[config.mk]
export PLATFORM = sky130hd
export DESIGN_NAME = dccf_device_flat
export DESIGN_NICKNAME = d
export VERILOG_FILES = /design/src/hdl/dccf_pkg.sv /design/src/hdl/dccf_link_if.sv /design/src/hdl/dccf_device.sv /design/src/flat_wrapper.sv
export VERILOG_INCLUDE_DIRS = /design/src /design/src/hdl
export SDC_FILE = /design/constraint.sdc
export NUM_CORES = 1
export LEC_CHECK = 0
export BUFFER_PORTS_ARGS = -buffer_cell sky130_fd_sc_hd__buf_4
export CAP_MARGIN = 40
export CORE_MARGIN = 2
export CORE_UTILIZATION = 65
export CTS_BUF_LIST = sky130_fd_sc_hd__clkbuf_2
export CTS_CLUSTER_SIZE = 12
export DETAILED_ROUTE_END_ITERATION = 10
export PLACE_DENSITY = 0.83
export SYNTH_ARGS = -nofsm -noshare
export SYNTH_HDL_FRONTEND = slang
export SYNTH_SLANG_ARGS = --single-unit
[constraint.sdc]
create_clock -name core_clk -period 26.5 [get_ports core_clk]
set_input_delay 5.3 -clock core_clk [delete_from_list [all_inputs] [get_ports core_clk]]
set_output_delay 5.3 -clock core_clk [all_outputs]
set_load 0.01 [all_outputs]
[src/hdl/dccf_map.svh]
`ifndef DCCF_MAP_SVH
`define DCCF_MAP_SVH

// ----------------------------------------
// register addresses
// ----------------------------------------
`define DCCF_ADDR_CONFIG 3'h0
`define DCCF_ADDR_STANDBY 3'h1
`define DCCF_ADDR_GAIN_EVEN 3'h2
`define DCCF_ADDR_GAIN_ODD 3'h3
`define DCCF_ADDR_CLAMP_EVEN 3'h4
`define DCCF_ADDR_CLAMP_ODD 3'h5

// ----------------------------------------
// fields and reset values
// ----------------------------------------
`define DCCF_CFG_ORDER_BIT 4
`define DCCF_STANDBY_BIT 0
`define DCCF_ORDER_RST 1'b0
`define DCCF_STANDBY_RST 1'b0
`define DCCF_GAIN_RST 10'h040
`define DCCF_CLAMP_RST 8'h50

// ----------------------------------------
// datapath arithmetic
// ----------------------------------------
`define DCCF_SCALE_SHIFT 8
`define DCCF_ROUND_ADD 24'h000080
`define DCCF_WORD_MAX 12'hFFF
`define DCCF_LEVEL_MAX 14'h3FFF

// ----------------------------------------
// timing
// ----------------------------------------
`define DCCF_CLK_NS 4
`define DCCF_PIX_CYC 12
`define DCCF_PIX_HIGH 6
`define DCCF_REF_START 1
`define DCCF_REF_END 2
`define DCCF_DAT_START 6
`define DCCF_DAT_END 7
`define DCCF_N_DUMMY 8
`define DCCF_N_OB 16
`define DCCF_N_EFF 64
`define DCCF_N_GAP 4
`define DCCF_CMD_HOLD 6
`define DCCF_CMD_BUSY 14
`define DCCF_RESTART_PIX 3
`define DCCF_SETTLE_MS 500
`define DCCF_SETTLE_CYC (`DCCF_SETTLE_MS * 1000000 / `DCCF_CLK_NS)

`endif

[src/hdl/dccf_pkg.sv]
package dccf_pkg;

  typedef logic [13:0] dccf_sample_t;
  typedef logic [11:0] dccf_word_t;

  // gray codes along dummy -> black -> effective -> gap
  typedef enum logic [1:0] {
    DCCF_LINE_DUMMY = 2'h0,
    DCCF_LINE_BLACK = 2'h1,
    DCCF_LINE_EFF = 2'h3,
    DCCF_LINE_GAP = 2'h2
  } dccf_line_e;

endpackage : dccf_pkg

[src/hdl/dccf_link_if.sv]
`timescale 1ns/10ps
interface dccf_link_if;
  logic pixel_clock;
  logic reference_sample_strobe;
  logic data_sample_strobe;
  logic input_clamp_strobe;
  logic black_level_clamp_strobe;
  logic sample_mode_select;
  logic reg_wr;
  logic reg_rd;
  logic [2:0] reg_addr;
  logic [9:0] reg_wdata;
  logic [9:0] reg_rdata;
  logic reg_rvalid;
  logic [11:0] out_word;
  logic out_word_valid;
  logic out_word_odd;

  modport dev (
    input pixel_clock, reference_sample_strobe, data_sample_strobe, input_clamp_strobe,
    input black_level_clamp_strobe, sample_mode_select, reg_wr, reg_rd, reg_addr, reg_wdata,
    output reg_rdata, reg_rvalid, out_word, out_word_valid, out_word_odd
  );
  modport host (
    output pixel_clock, reference_sample_strobe, data_sample_strobe, input_clamp_strobe,
    output black_level_clamp_strobe, sample_mode_select, reg_wr, reg_rd, reg_addr, reg_wdata,
    input reg_rdata, reg_rvalid, out_word, out_word_valid, out_word_odd
  );
endinterface : dccf_link_if

[src/hdl/dccf_device.sv]
// Notes on behaviour
// - gain 14-bit samples, round, alternate even/odd words
// - mode low sample/hold, high double sampling
// - reset low loads register defaults asynchronously
// - gain linear from zero to just under four
// - black level is two LSB per code
// - offset loop converges only during black strobe
// - black period outputs clamp level, later base
// - gain outside loop leaves black level unchanged
// - charge input clamp on clamp and sampling strobe
// - partner strobes input clamp during dummy pixels
// - pixel is reference minus data sample
// - partner waits settle time before trusting data
// - register bit switches standby
// - standby freezes datapath, registers stay accessible
// - partner gives three pixel clocks before commands
// - gain is code over 256, default one quarter
// - standby bit one is standby, default normal
// - order bit picks first word, default even
`timescale 1ns/10ps
`include "dccf_map.svh"
module dccf_device import dccf_pkg::*; (
  // clock and reset
  input wire logic core_clk,
  input wire logic rst_n,
  // timing generator link
  dccf_link_if.dev link,
  // converter side
  input wire dccf_sample_t sensor_level_even,
  input wire dccf_sample_t sensor_level_odd,
  output logic input_clamp_charge,
  output logic standby_active
);

  // ----------------------------------------
  // pin synchronisers
  // ----------------------------------------
  localparam int S_PCLK = 0;
  localparam int S_REF = 1;
  localparam int S_DAT = 2;
  localparam int S_ICL = 3;
  localparam int S_BCL = 4;
  localparam int S_MODE = 5;
  localparam int S_WR = 6;
  localparam int S_RD = 7;

  logic [7:0] sync1_reg, sync2_reg, sync3_reg;
  logic [7:0] pins, rise;

  assign pins = {link.reg_rd, link.reg_wr, link.sample_mode_select, link.black_level_clamp_strobe,
                 link.input_clamp_strobe, link.data_sample_strobe, link.reference_sample_strobe,
                 link.pixel_clock};
  assign rise = sync2_reg & ~sync3_reg;

  always_ff @(posedge core_clk or negedge rst_n) begin
    if (!rst_n) begin
      sync1_reg <= 8'h00;
      sync2_reg <= 8'h00;
      sync3_reg <= 8'h00;
    end else begin
      sync1_reg <= pins;
      sync2_reg <= sync1_reg;
      sync3_reg <= sync2_reg;
    end
  end

  // ----------------------------------------
  // configuration registers
  // ----------------------------------------
  logic order_reg, order_next;
  logic standby_reg, standby_next;
  logic [9:0] gain_reg [2];
  logic [9:0] gain_next [2];
  logic [7:0] clamp_reg [2];
  logic [7:0] clamp_next [2];
  logic [9:0] rdata_reg, rdata_next;
  logic rvalid_reg, rvalid_next;

  // register latch stands in for the serial shift/latch; addr and data are held by the host
  always_comb begin
    order_next = order_reg;
    standby_next = standby_reg;
    gain_next = gain_reg;
    clamp_next = clamp_reg;
    rdata_next = rdata_reg;
    rvalid_next = 1'b0;
    if (rise[S_WR]) begin
      case (link.reg_addr)
        `DCCF_ADDR_CONFIG: order_next = link.reg_wdata[`DCCF_CFG_ORDER_BIT];
        `DCCF_ADDR_STANDBY: standby_next = link.reg_wdata[`DCCF_STANDBY_BIT];
        `DCCF_ADDR_GAIN_EVEN: gain_next[0] = link.reg_wdata;
        `DCCF_ADDR_GAIN_ODD: gain_next[1] = link.reg_wdata;
        `DCCF_ADDR_CLAMP_EVEN: clamp_next[0] = link.reg_wdata[7:0];
        `DCCF_ADDR_CLAMP_ODD: clamp_next[1] = link.reg_wdata[7:0];
        default: ;
      endcase
    end
    // reads keep working in standby
    if (rise[S_RD]) begin
      rvalid_next = 1'b1;
      case (link.reg_addr)
        `DCCF_ADDR_CONFIG: rdata_next = 10'(32'(order_reg) << `DCCF_CFG_ORDER_BIT);
        `DCCF_ADDR_STANDBY: rdata_next = {9'h000, standby_reg};
        `DCCF_ADDR_GAIN_EVEN: rdata_next = gain_reg[0];
        `DCCF_ADDR_GAIN_ODD: rdata_next = gain_reg[1];
        `DCCF_ADDR_CLAMP_EVEN: rdata_next = {2'h0, clamp_reg[0]};
        `DCCF_ADDR_CLAMP_ODD: rdata_next = {2'h0, clamp_reg[1]};
        default: rdata_next = 10'h000;
      endcase
    end
  end

  always_ff @(posedge core_clk or negedge rst_n) begin
    if (!rst_n) begin
      order_reg <= `DCCF_ORDER_RST;
      standby_reg <= `DCCF_STANDBY_RST;
      gain_reg[0] <= `DCCF_GAIN_RST;
      gain_reg[1] <= `DCCF_GAIN_RST;
      clamp_reg[0] <= `DCCF_CLAMP_RST;
      clamp_reg[1] <= `DCCF_CLAMP_RST;
      rdata_reg <= 10'h000;
      rvalid_reg <= 1'b0;
    end else begin
      order_reg <= order_next;
      standby_reg <= standby_next;
      gain_reg <= gain_next;
      clamp_reg <= clamp_next;
      rdata_reg <= rdata_next;
      rvalid_reg <= rvalid_next;
    end
  end

  // ----------------------------------------
  // gain, rounding and black level
  // ----------------------------------------
  // black level added after the gain so a gain change never moves it
  function automatic dccf_word_t gain_word(input logic signed [15:0] lvl, input logic [9:0] g,
                                           input logic [7:0] c);
    logic [13:0] mag;
    logic [23:0] prod;
    logic [16:0] scaled;
    logic [17:0] sum;
    mag = (lvl < 0) ? 14'h0000 : ((lvl > 16'sh3FFF) ? `DCCF_LEVEL_MAX : lvl[13:0]);
    prod = 24'(mag) * 24'(g);
    scaled = 17'((prod + `DCCF_ROUND_ADD) >> `DCCF_SCALE_SHIFT);
    sum = 18'(scaled) + 18'({c, 1'b0});
    gain_word = (sum > 18'(`DCCF_WORD_MAX)) ? `DCCF_WORD_MAX : sum[11:0];
  endfunction : gain_word

  // ----------------------------------------
  // sampling, clamp and black loop
  // ----------------------------------------
  dccf_sample_t sens [2];
  dccf_sample_t ref_smp_reg [2];
  dccf_sample_t ref_smp_next [2];
  dccf_sample_t clamp_ref_reg [2];
  dccf_sample_t clamp_ref_next [2];
  logic signed [15:0] offset_reg [2];
  logic signed [15:0] offset_next [2];
  logic signed [15:0] lvl_c [2];
  dccf_word_t result_reg [2];
  dccf_word_t result_next [2];
  dccf_word_t hold_reg, hold_next, word_reg, word_next;
  logic phase_reg, phase_next, valid_reg, valid_next, odd_reg, odd_next;
  logic charge_reg, charge_next;
  logic cds_mode, sampling;

  assign sens[0] = sensor_level_even;
  assign sens[1] = sensor_level_odd;
  assign cds_mode = sync2_reg[S_MODE];
  assign sampling = cds_mode ? sync2_reg[S_REF] : sync2_reg[S_DAT];

  always_comb begin
    ref_smp_next = ref_smp_reg;
    clamp_ref_next = clamp_ref_reg;
    offset_next = offset_reg;
    result_next = result_reg;
    hold_next = hold_reg;
    word_next = word_reg;
    phase_next = phase_reg;
    odd_next = odd_reg;
    valid_next = 1'b0;
    lvl_c[0] = 16'sh0000;
    lvl_c[1] = 16'sh0000;
    // whole datapath idles in standby
    charge_next = !standby_reg && sync2_reg[S_ICL] && sampling;
    for (int ch = 0; ch < 2; ch++) begin
      if (charge_next) begin
        clamp_ref_next[ch] = sens[ch];
      end
      if (!standby_reg && cds_mode && rise[S_REF]) begin
        ref_smp_next[ch] = sens[ch];
      end
      if (!standby_reg && rise[S_DAT]) begin
        // sample/hold mode measures against the clamped dummy level
        lvl_c[ch] = 16'(signed'({2'b00, cds_mode ? ref_smp_reg[ch] : clamp_ref_reg[ch]}))
                    - 16'(signed'({2'b00, sens[ch]})) - offset_reg[ch];
        if (sync2_reg[S_BCL]) begin
          if (lvl_c[ch] > 0) begin
            offset_next[ch] = offset_reg[ch] + 16'sh0001;
          end else if (lvl_c[ch] < 0) begin
            offset_next[ch] = offset_reg[ch] - 16'sh0001;
          end
          result_next[ch] = {3'h0, clamp_reg[ch], 1'b0};
        end else begin
          result_next[ch] = gain_word(lvl_c[ch], gain_reg[ch], clamp_reg[ch]);
        end
      end
    end
    if (standby_reg) begin
      phase_next = 1'b0;
    end else if (rise[S_PCLK]) begin
      valid_next = 1'b1;
      // pair snapshot at its first word keeps a mid-pair write out of it
      if (!phase_reg) begin
        word_next = order_reg ? result_reg[1] : result_reg[0];
        hold_next = order_reg ? result_reg[0] : result_reg[1];
        odd_next = order_reg;
        phase_next = 1'b1;
      end else begin
        word_next = hold_reg;
        // second flag follows the first, so a mid-pair order write cannot mislabel it
        odd_next = !odd_reg;
        phase_next = 1'b0;
      end
    end
  end

  always_ff @(posedge core_clk or negedge rst_n) begin
    if (!rst_n) begin
      for (int ch = 0; ch < 2; ch++) begin
        ref_smp_reg[ch] <= 14'h0000;
        clamp_ref_reg[ch] <= 14'h0000;
        offset_reg[ch] <= 16'sh0000;
        result_reg[ch] <= 12'h000;
      end
      hold_reg <= 12'h000;
      word_reg <= 12'h000;
      phase_reg <= 1'b0;
      odd_reg <= 1'b0;
      valid_reg <= 1'b0;
      charge_reg <= 1'b0;
    end else begin
      ref_smp_reg <= ref_smp_next;
      clamp_ref_reg <= clamp_ref_next;
      offset_reg <= offset_next;
      result_reg <= result_next;
      hold_reg <= hold_next;
      word_reg <= word_next;
      phase_reg <= phase_next;
      odd_reg <= odd_next;
      valid_reg <= valid_next;
      charge_reg <= charge_next;
    end
  end

  assign link.reg_rdata = rdata_reg;
  assign link.reg_rvalid = rvalid_reg;
  assign link.out_word = word_reg;
  assign link.out_word_valid = valid_reg;
  assign link.out_word_odd = odd_reg;
  assign input_clamp_charge = charge_reg;
  assign standby_active = standby_reg;

endmodule : dccf_device

[src/flat_wrapper.sv]
// flat-port wrapper written by rule: the top's interface ports become plain ports
module dccf_device_flat import dccf_pkg::*;
  (core_clk, rst_n, sensor_level_even, sensor_level_odd, input_clamp_charge, standby_active, link_pixel_clock, link_reference_sample_strobe, link_data_sample_strobe, link_input_clamp_strobe, link_black_level_clamp_strobe, link_sample_mode_select, link_reg_wr, link_reg_rd, link_reg_addr, link_reg_wdata, link_reg_rdata, link_reg_rvalid, link_out_word, link_out_word_valid, link_out_word_odd);
  dccf_link_if link_i ();
  input wire logic core_clk;
  input wire logic rst_n;
  input wire dccf_sample_t sensor_level_even;
  input wire dccf_sample_t sensor_level_odd;
  output logic input_clamp_charge;
  output logic standby_active;
  input wire logic [$bits(link_i.pixel_clock)-1:0] link_pixel_clock;
  input wire logic [$bits(link_i.reference_sample_strobe)-1:0] link_reference_sample_strobe;
  input wire logic [$bits(link_i.data_sample_strobe)-1:0] link_data_sample_strobe;
  input wire logic [$bits(link_i.input_clamp_strobe)-1:0] link_input_clamp_strobe;
  input wire logic [$bits(link_i.black_level_clamp_strobe)-1:0] link_black_level_clamp_strobe;
  input wire logic [$bits(link_i.sample_mode_select)-1:0] link_sample_mode_select;
  input wire logic [$bits(link_i.reg_wr)-1:0] link_reg_wr;
  input wire logic [$bits(link_i.reg_rd)-1:0] link_reg_rd;
  input wire logic [$bits(link_i.reg_addr)-1:0] link_reg_addr;
  input wire logic [$bits(link_i.reg_wdata)-1:0] link_reg_wdata;
  output wire logic [$bits(link_i.reg_rdata)-1:0] link_reg_rdata;
  output wire logic [$bits(link_i.reg_rvalid)-1:0] link_reg_rvalid;
  output wire logic [$bits(link_i.out_word)-1:0] link_out_word;
  output wire logic [$bits(link_i.out_word_valid)-1:0] link_out_word_valid;
  output wire logic [$bits(link_i.out_word_odd)-1:0] link_out_word_odd;
  assign link_i.pixel_clock = link_pixel_clock;
  assign link_i.reference_sample_strobe = link_reference_sample_strobe;
  assign link_i.data_sample_strobe = link_data_sample_strobe;
  assign link_i.input_clamp_strobe = link_input_clamp_strobe;
  assign link_i.black_level_clamp_strobe = link_black_level_clamp_strobe;
  assign link_i.sample_mode_select = link_sample_mode_select;
  assign link_i.reg_wr = link_reg_wr;
  assign link_i.reg_rd = link_reg_rd;
  assign link_i.reg_addr = link_reg_addr;
  assign link_i.reg_wdata = link_reg_wdata;
  assign link_reg_rdata = link_i.reg_rdata;
  assign link_reg_rvalid = link_i.reg_rvalid;
  assign link_out_word = link_i.out_word;
  assign link_out_word_valid = link_i.out_word_valid;
  assign link_out_word_odd = link_i.out_word_odd;
  dccf_device u_core (.core_clk(core_clk), .rst_n(rst_n), .link(link_i), .sensor_level_even(sensor_level_even), .sensor_level_odd(sensor_level_odd), .input_clamp_charge(input_clamp_charge), .standby_active(standby_active));
endmodule
==> qor.json <==
{
  "antenna_found_initial": {"value": 3},
  "dominantRegCellSynth": {"value": "dfrtp_1"},
  "rows": {"value": 69},
  "drt_first_pass_iters": {"value": 5},
  "groute.layer.met3.usage": {"value": 5.879, "unit": "%"},
  "crit_required": {"value": 27.30, "unit": "ns"},
  "worst_flop_to_flop_path_endpoint": {"value": "u_core.result_reg[14]"},
  "worstSetupStartpoint": {"value": "sensor_level_even[1]"},
  "detail_route.wl_per_cell": {"value": 18.09, "unit": "um"},
  "root_buffer": {"value": "clkbuf_2"},
  "min_path_type": {"value": "flop to flop"},
  "end_kind": {"value": "flop"},
  "rsz0062_at_grt": {"value": "false"},
  "worstSkewPairLatency": {"value": 1.02, "unit": "ns"},
  "maxCapViolations": {"value": 0},
  "drive_above_1_share": {"value": 13.03, "unit": "%"},
  "synth_area_per_cell": {"value": 9.107, "unit": "sq um"},
  "critical_path.max_fanout": {"value": 54},
  "route.final.wire_length": {"value": 56840, "unit": "um"},
  "final_nets": {"value": 3113},
  "placed_cells": {"value": 3035},
  "post-synth-top-area-fraction": {"value": 21.81, "unit": "%"},
  "ioPinCount": {"value": 78},
  "synth_simple_gate_area_share": {"value": 13.53, "unit": "%"},
  "grtUsageMet1": {"value": 40.26, "unit": "%"},
  "synth_fa_ha_area_share": {"value": 29.34, "unit": "%"},
  "tritoncts": {"value": "built"},
  "portBuffers": {"value": 77},
  "timing_worst_setup_path_type": {"value": "input pin to flop"},
  "synth_top_cell_by_area": {"value": "dfrtp_1"},
  "most_frequent_cell_on_critical_path": {"value": "o21ai_0"},
  "htree_num_levels": {"value": 2},
  "final_max_slew_viol_count": {"value": 0},
  "placement.setup.worst_slack": {"value": 8.556, "unit": "ns"},
  "synthCells": {"value": 2570},
  "synth_compound_gate_area_share": {"value": 16.02, "unit": "%"},
  "die-area": {"value": 0.03754, "unit": "sq mm"},
  "drc": {"value": 0},
  "final_core_utilization": {"value": 70.58, "unit": "%"},
  "die_w": {"value": 193.8, "unit": "um"},
  "critical_path.max_stage_delay": {"value": 0.65, "unit": "ns"},
  "post_synth_num_cell_types": {"value": 76},
  "cp_slowest_cell": {"value": "nor2_1"},
  "r2r_cells": {"value": 50},
  "coreArea": {"value": 0.03548, "unit": "sq mm"},
  "status": {"value": "complete, no violations"},
  "finalWorstPathRequiredPeriod": {"value": 17.15, "unit": "ns"},
  "seq_area_frac_synth": {"value": 22.48, "unit": "%"},
  "fmaxAchievable": {"value": 58.31, "unit": "MHz"},
  "final_min_period_over_clock_period": {"value": 64.72, "unit": "%"},
  "via_count_of_the_first_global_routing_pass": {"value": 19430},
  "hp-start": {"value": "u_core.sync1_reg[5]"},
  "clkSlewWorstSetupHoldPaths": {"value": 0.11, "unit": "ns"},
  "synth-warning-count": {"value": 0},
  "async_flop_share": {"value": 100.0, "unit": "%"},
  "mappedNetlistArea": {"value": 0.02341, "unit": "sq mm"},
  "startpoint_type": {"value": "input pin"},
  "clockBufferDepth": {"value": 3},
  "whs_endpoint": {"value": "u_core.sync2_reg[5]"},
  "grt_overflow": {"value": 0},
  "totalNegativeSetupSlack": {"value": 0, "unit": "ns"},
  "whs_path_depth": {"value": 0},
  "drt_first_iter_violations": {"value": 1589},
  "final-setup-viol-count": {"value": 0},
  "starting_density_of_the_core": {"value": 65.96, "unit": "%"},
  "grtUsageTotal": {"value": 30.77, "unit": "%"},
  "via_count": {"value": 18940},
  "maximum_number_of_pins_on_one_net_before_global_route_repair": {"value": 127},
  "post_layout_cell_count": {"value": 3142},
  "synth_fp_nets": {"value": 3051},
  "cts_hold_buffers": {"value": 0},
  "reg2reg_slack": {"value": 12.63, "unit": "ns"},
  "die_height": {"value": 193.8, "unit": "um"},
  "via_per_inst": {"value": 6.027},
  "detailed_place_hpwl": {"value": 44320, "unit": "um"},
  "globalplace.congestion": {"value": 0.9207},
  "timing_worst_slew_pin_value": {"value": 1.042, "unit": "ns"},
  "synth_xor_area_share": {"value": 4.271, "unit": "%"},
  "largest_family_of_logic_cells_by_synthesized_area": {"value": "adder cells"},
  "count_of_flip_flops_with_a_built_in_enable_after_synthesis": {"value": 0},
  "skew": {"value": 0.1419, "unit": "ns"},
  "met2_usage": {"value": 51.14, "unit": "%"},
  "critPathArrivalTime": {"value": 17.95, "unit": "ns"},
  "finalWorstSetupSlack": {"value": 9.349, "unit": "ns"},
  "synth.ff_latch_count": {"value": 210},
  "grt_pass1_wl": {"value": 95200, "unit": "um"},
  "post_cts.repair.setup_buffers": {"value": 0},
  "largest_reg_flops": {"value": 32},
  "cts.sinks": {"value": 210},
  "cts_resized": {"value": 0},
  "area_growth": {"value": 6.997, "unit": "%"},
  "timing.rr.start": {"value": "u_core.sync2_reg[5]"},
  "global_route.peak_usage_layer": {"value": "met2"},
  "hold_viol": {"value": 0},
  "cells_taking_the_most_area_after_synthesis": {"value": "dfrtp_1 22%, fa_1 17%, ha_1 12%"},
  "max-slew-margin-rel": {"value": 30.54, "unit": "%"},
  "cts_bufs_inserted": {"value": 56},
  "drtAntennaViolNets": {"value": 0},
  "synthMuxAreaShare": {"value": 7.313, "unit": "%"}
}
==> cells in the final DEF (no fill, tap or decap), drive strengths merged, types with 31 or more instances in the layout <==
cell	netlist	routed
o21a	32	32
nor2	129	129
o211ai	31	31
o21ai	150	150
xor2	42	42
mux2i	33	33
clkbuf	83	82
a21o	41	41
fa	198	198
ha	232	232
xnor2	70	70
buf	9	96
inv	345	345
a21oi	141	141
and2	113	113
dfrtp	204	204
nand2	262	262
mux2	122	122
==> cell families (layout without fill, tap and decap cells) <==
group                      count (synthesis)  in the layout
adders and majority gates                430            430
xor gates and xnor gates                 112            112
DFF                                      210            210
AOI/OAI and AO/OA                        567            567
muxes                                    155            155
and+or+nand+nor                          659            659
buffers and inverters                    437            545
other                                      0              3
==> per-layer routing <==
layer / wire length [um] / vias to the layer above / part of all wire (%)
met3: 4429 / 154 / 7.8
li1: - / 8839 / -
met5: 0 / - / 0
met2: 26900 / 772 / 47
met4: 1756 / 0 / 3.1
met1: 23750 / 9172 / 42
==> worst max path at each step <==
stage                                       end  slack, ns  cells past startpoint
final                     u_core.result_reg[14]       9.35                     50
after global routing      u_core.result_reg[14]       8.42                     50
after CTS                 u_core.result_reg[14]       9.48                     50
after detailed placement  u_core.result_reg[14]       8.56                     50
after global placement    u_core.result_reg[14]       8.93                     50
after floorplan           u_core.result_reg[11]      10.39                     48
==> final cells by class <==
class | count | area [sq um]
diodes | 3 | 7.507
clock buffers | 82 | 410.4
clock inverters | 22 | 201.4
fillers | 2640 | 10440
inverters | 345 | 1295
multi-input cells | 1923 | 16530
flip-flops and latches | 210 | 5263
well taps | 461 | 576.8
repair buffers | 96 | 755.7
==> critical path, delay by kind of cell <==
kind | cells | cell delay, ns
and+or+nand+nor | 13 | 2.77
buffers and inverters | 6 | 0.86
adders and majority gates | 9 | 3.74
AOI/OAI and AO/OA | 20 | 4.82
xor gates and xnor gates | 2 | 0.41
==> synthesized netlist by cell type, drive strengths merged, types with 9 or more instances <==
library cell / count
a211o: 10
a211oi: 18
a21o: 41
a21oi: 141
a221oi: 11
a31oi: 23
and2: 113
and3: 10
buf: 9
clkbuf: 83
dfrtp: 204
fa: 198
ha: 232
inv: 345
mux2: 122
mux2i: 33
nand2: 262
nand2b: 18
nand3: 22
nand4: 10
nor2: 129
nor2b: 17
nor3: 27
o211a: 26
o211ai: 31
o21a: 32
o21ai: 150
o21bai: 27
or3: 18
xnor2: 70
xor2: 42
==> through the flow <==
stage	hold slack, ns	area [sq um]
final	0.3605	25040
after global routing	0.3805	25040
after CTS	0.3609	25040
after detailed placement	0.3347	24420
after global placement	0.3330	24340
after floorplan	0.3312	23410
Power is not shown: default switching activity piles up to over one toggle a cycle in this logic, so the estimate is an artifact.
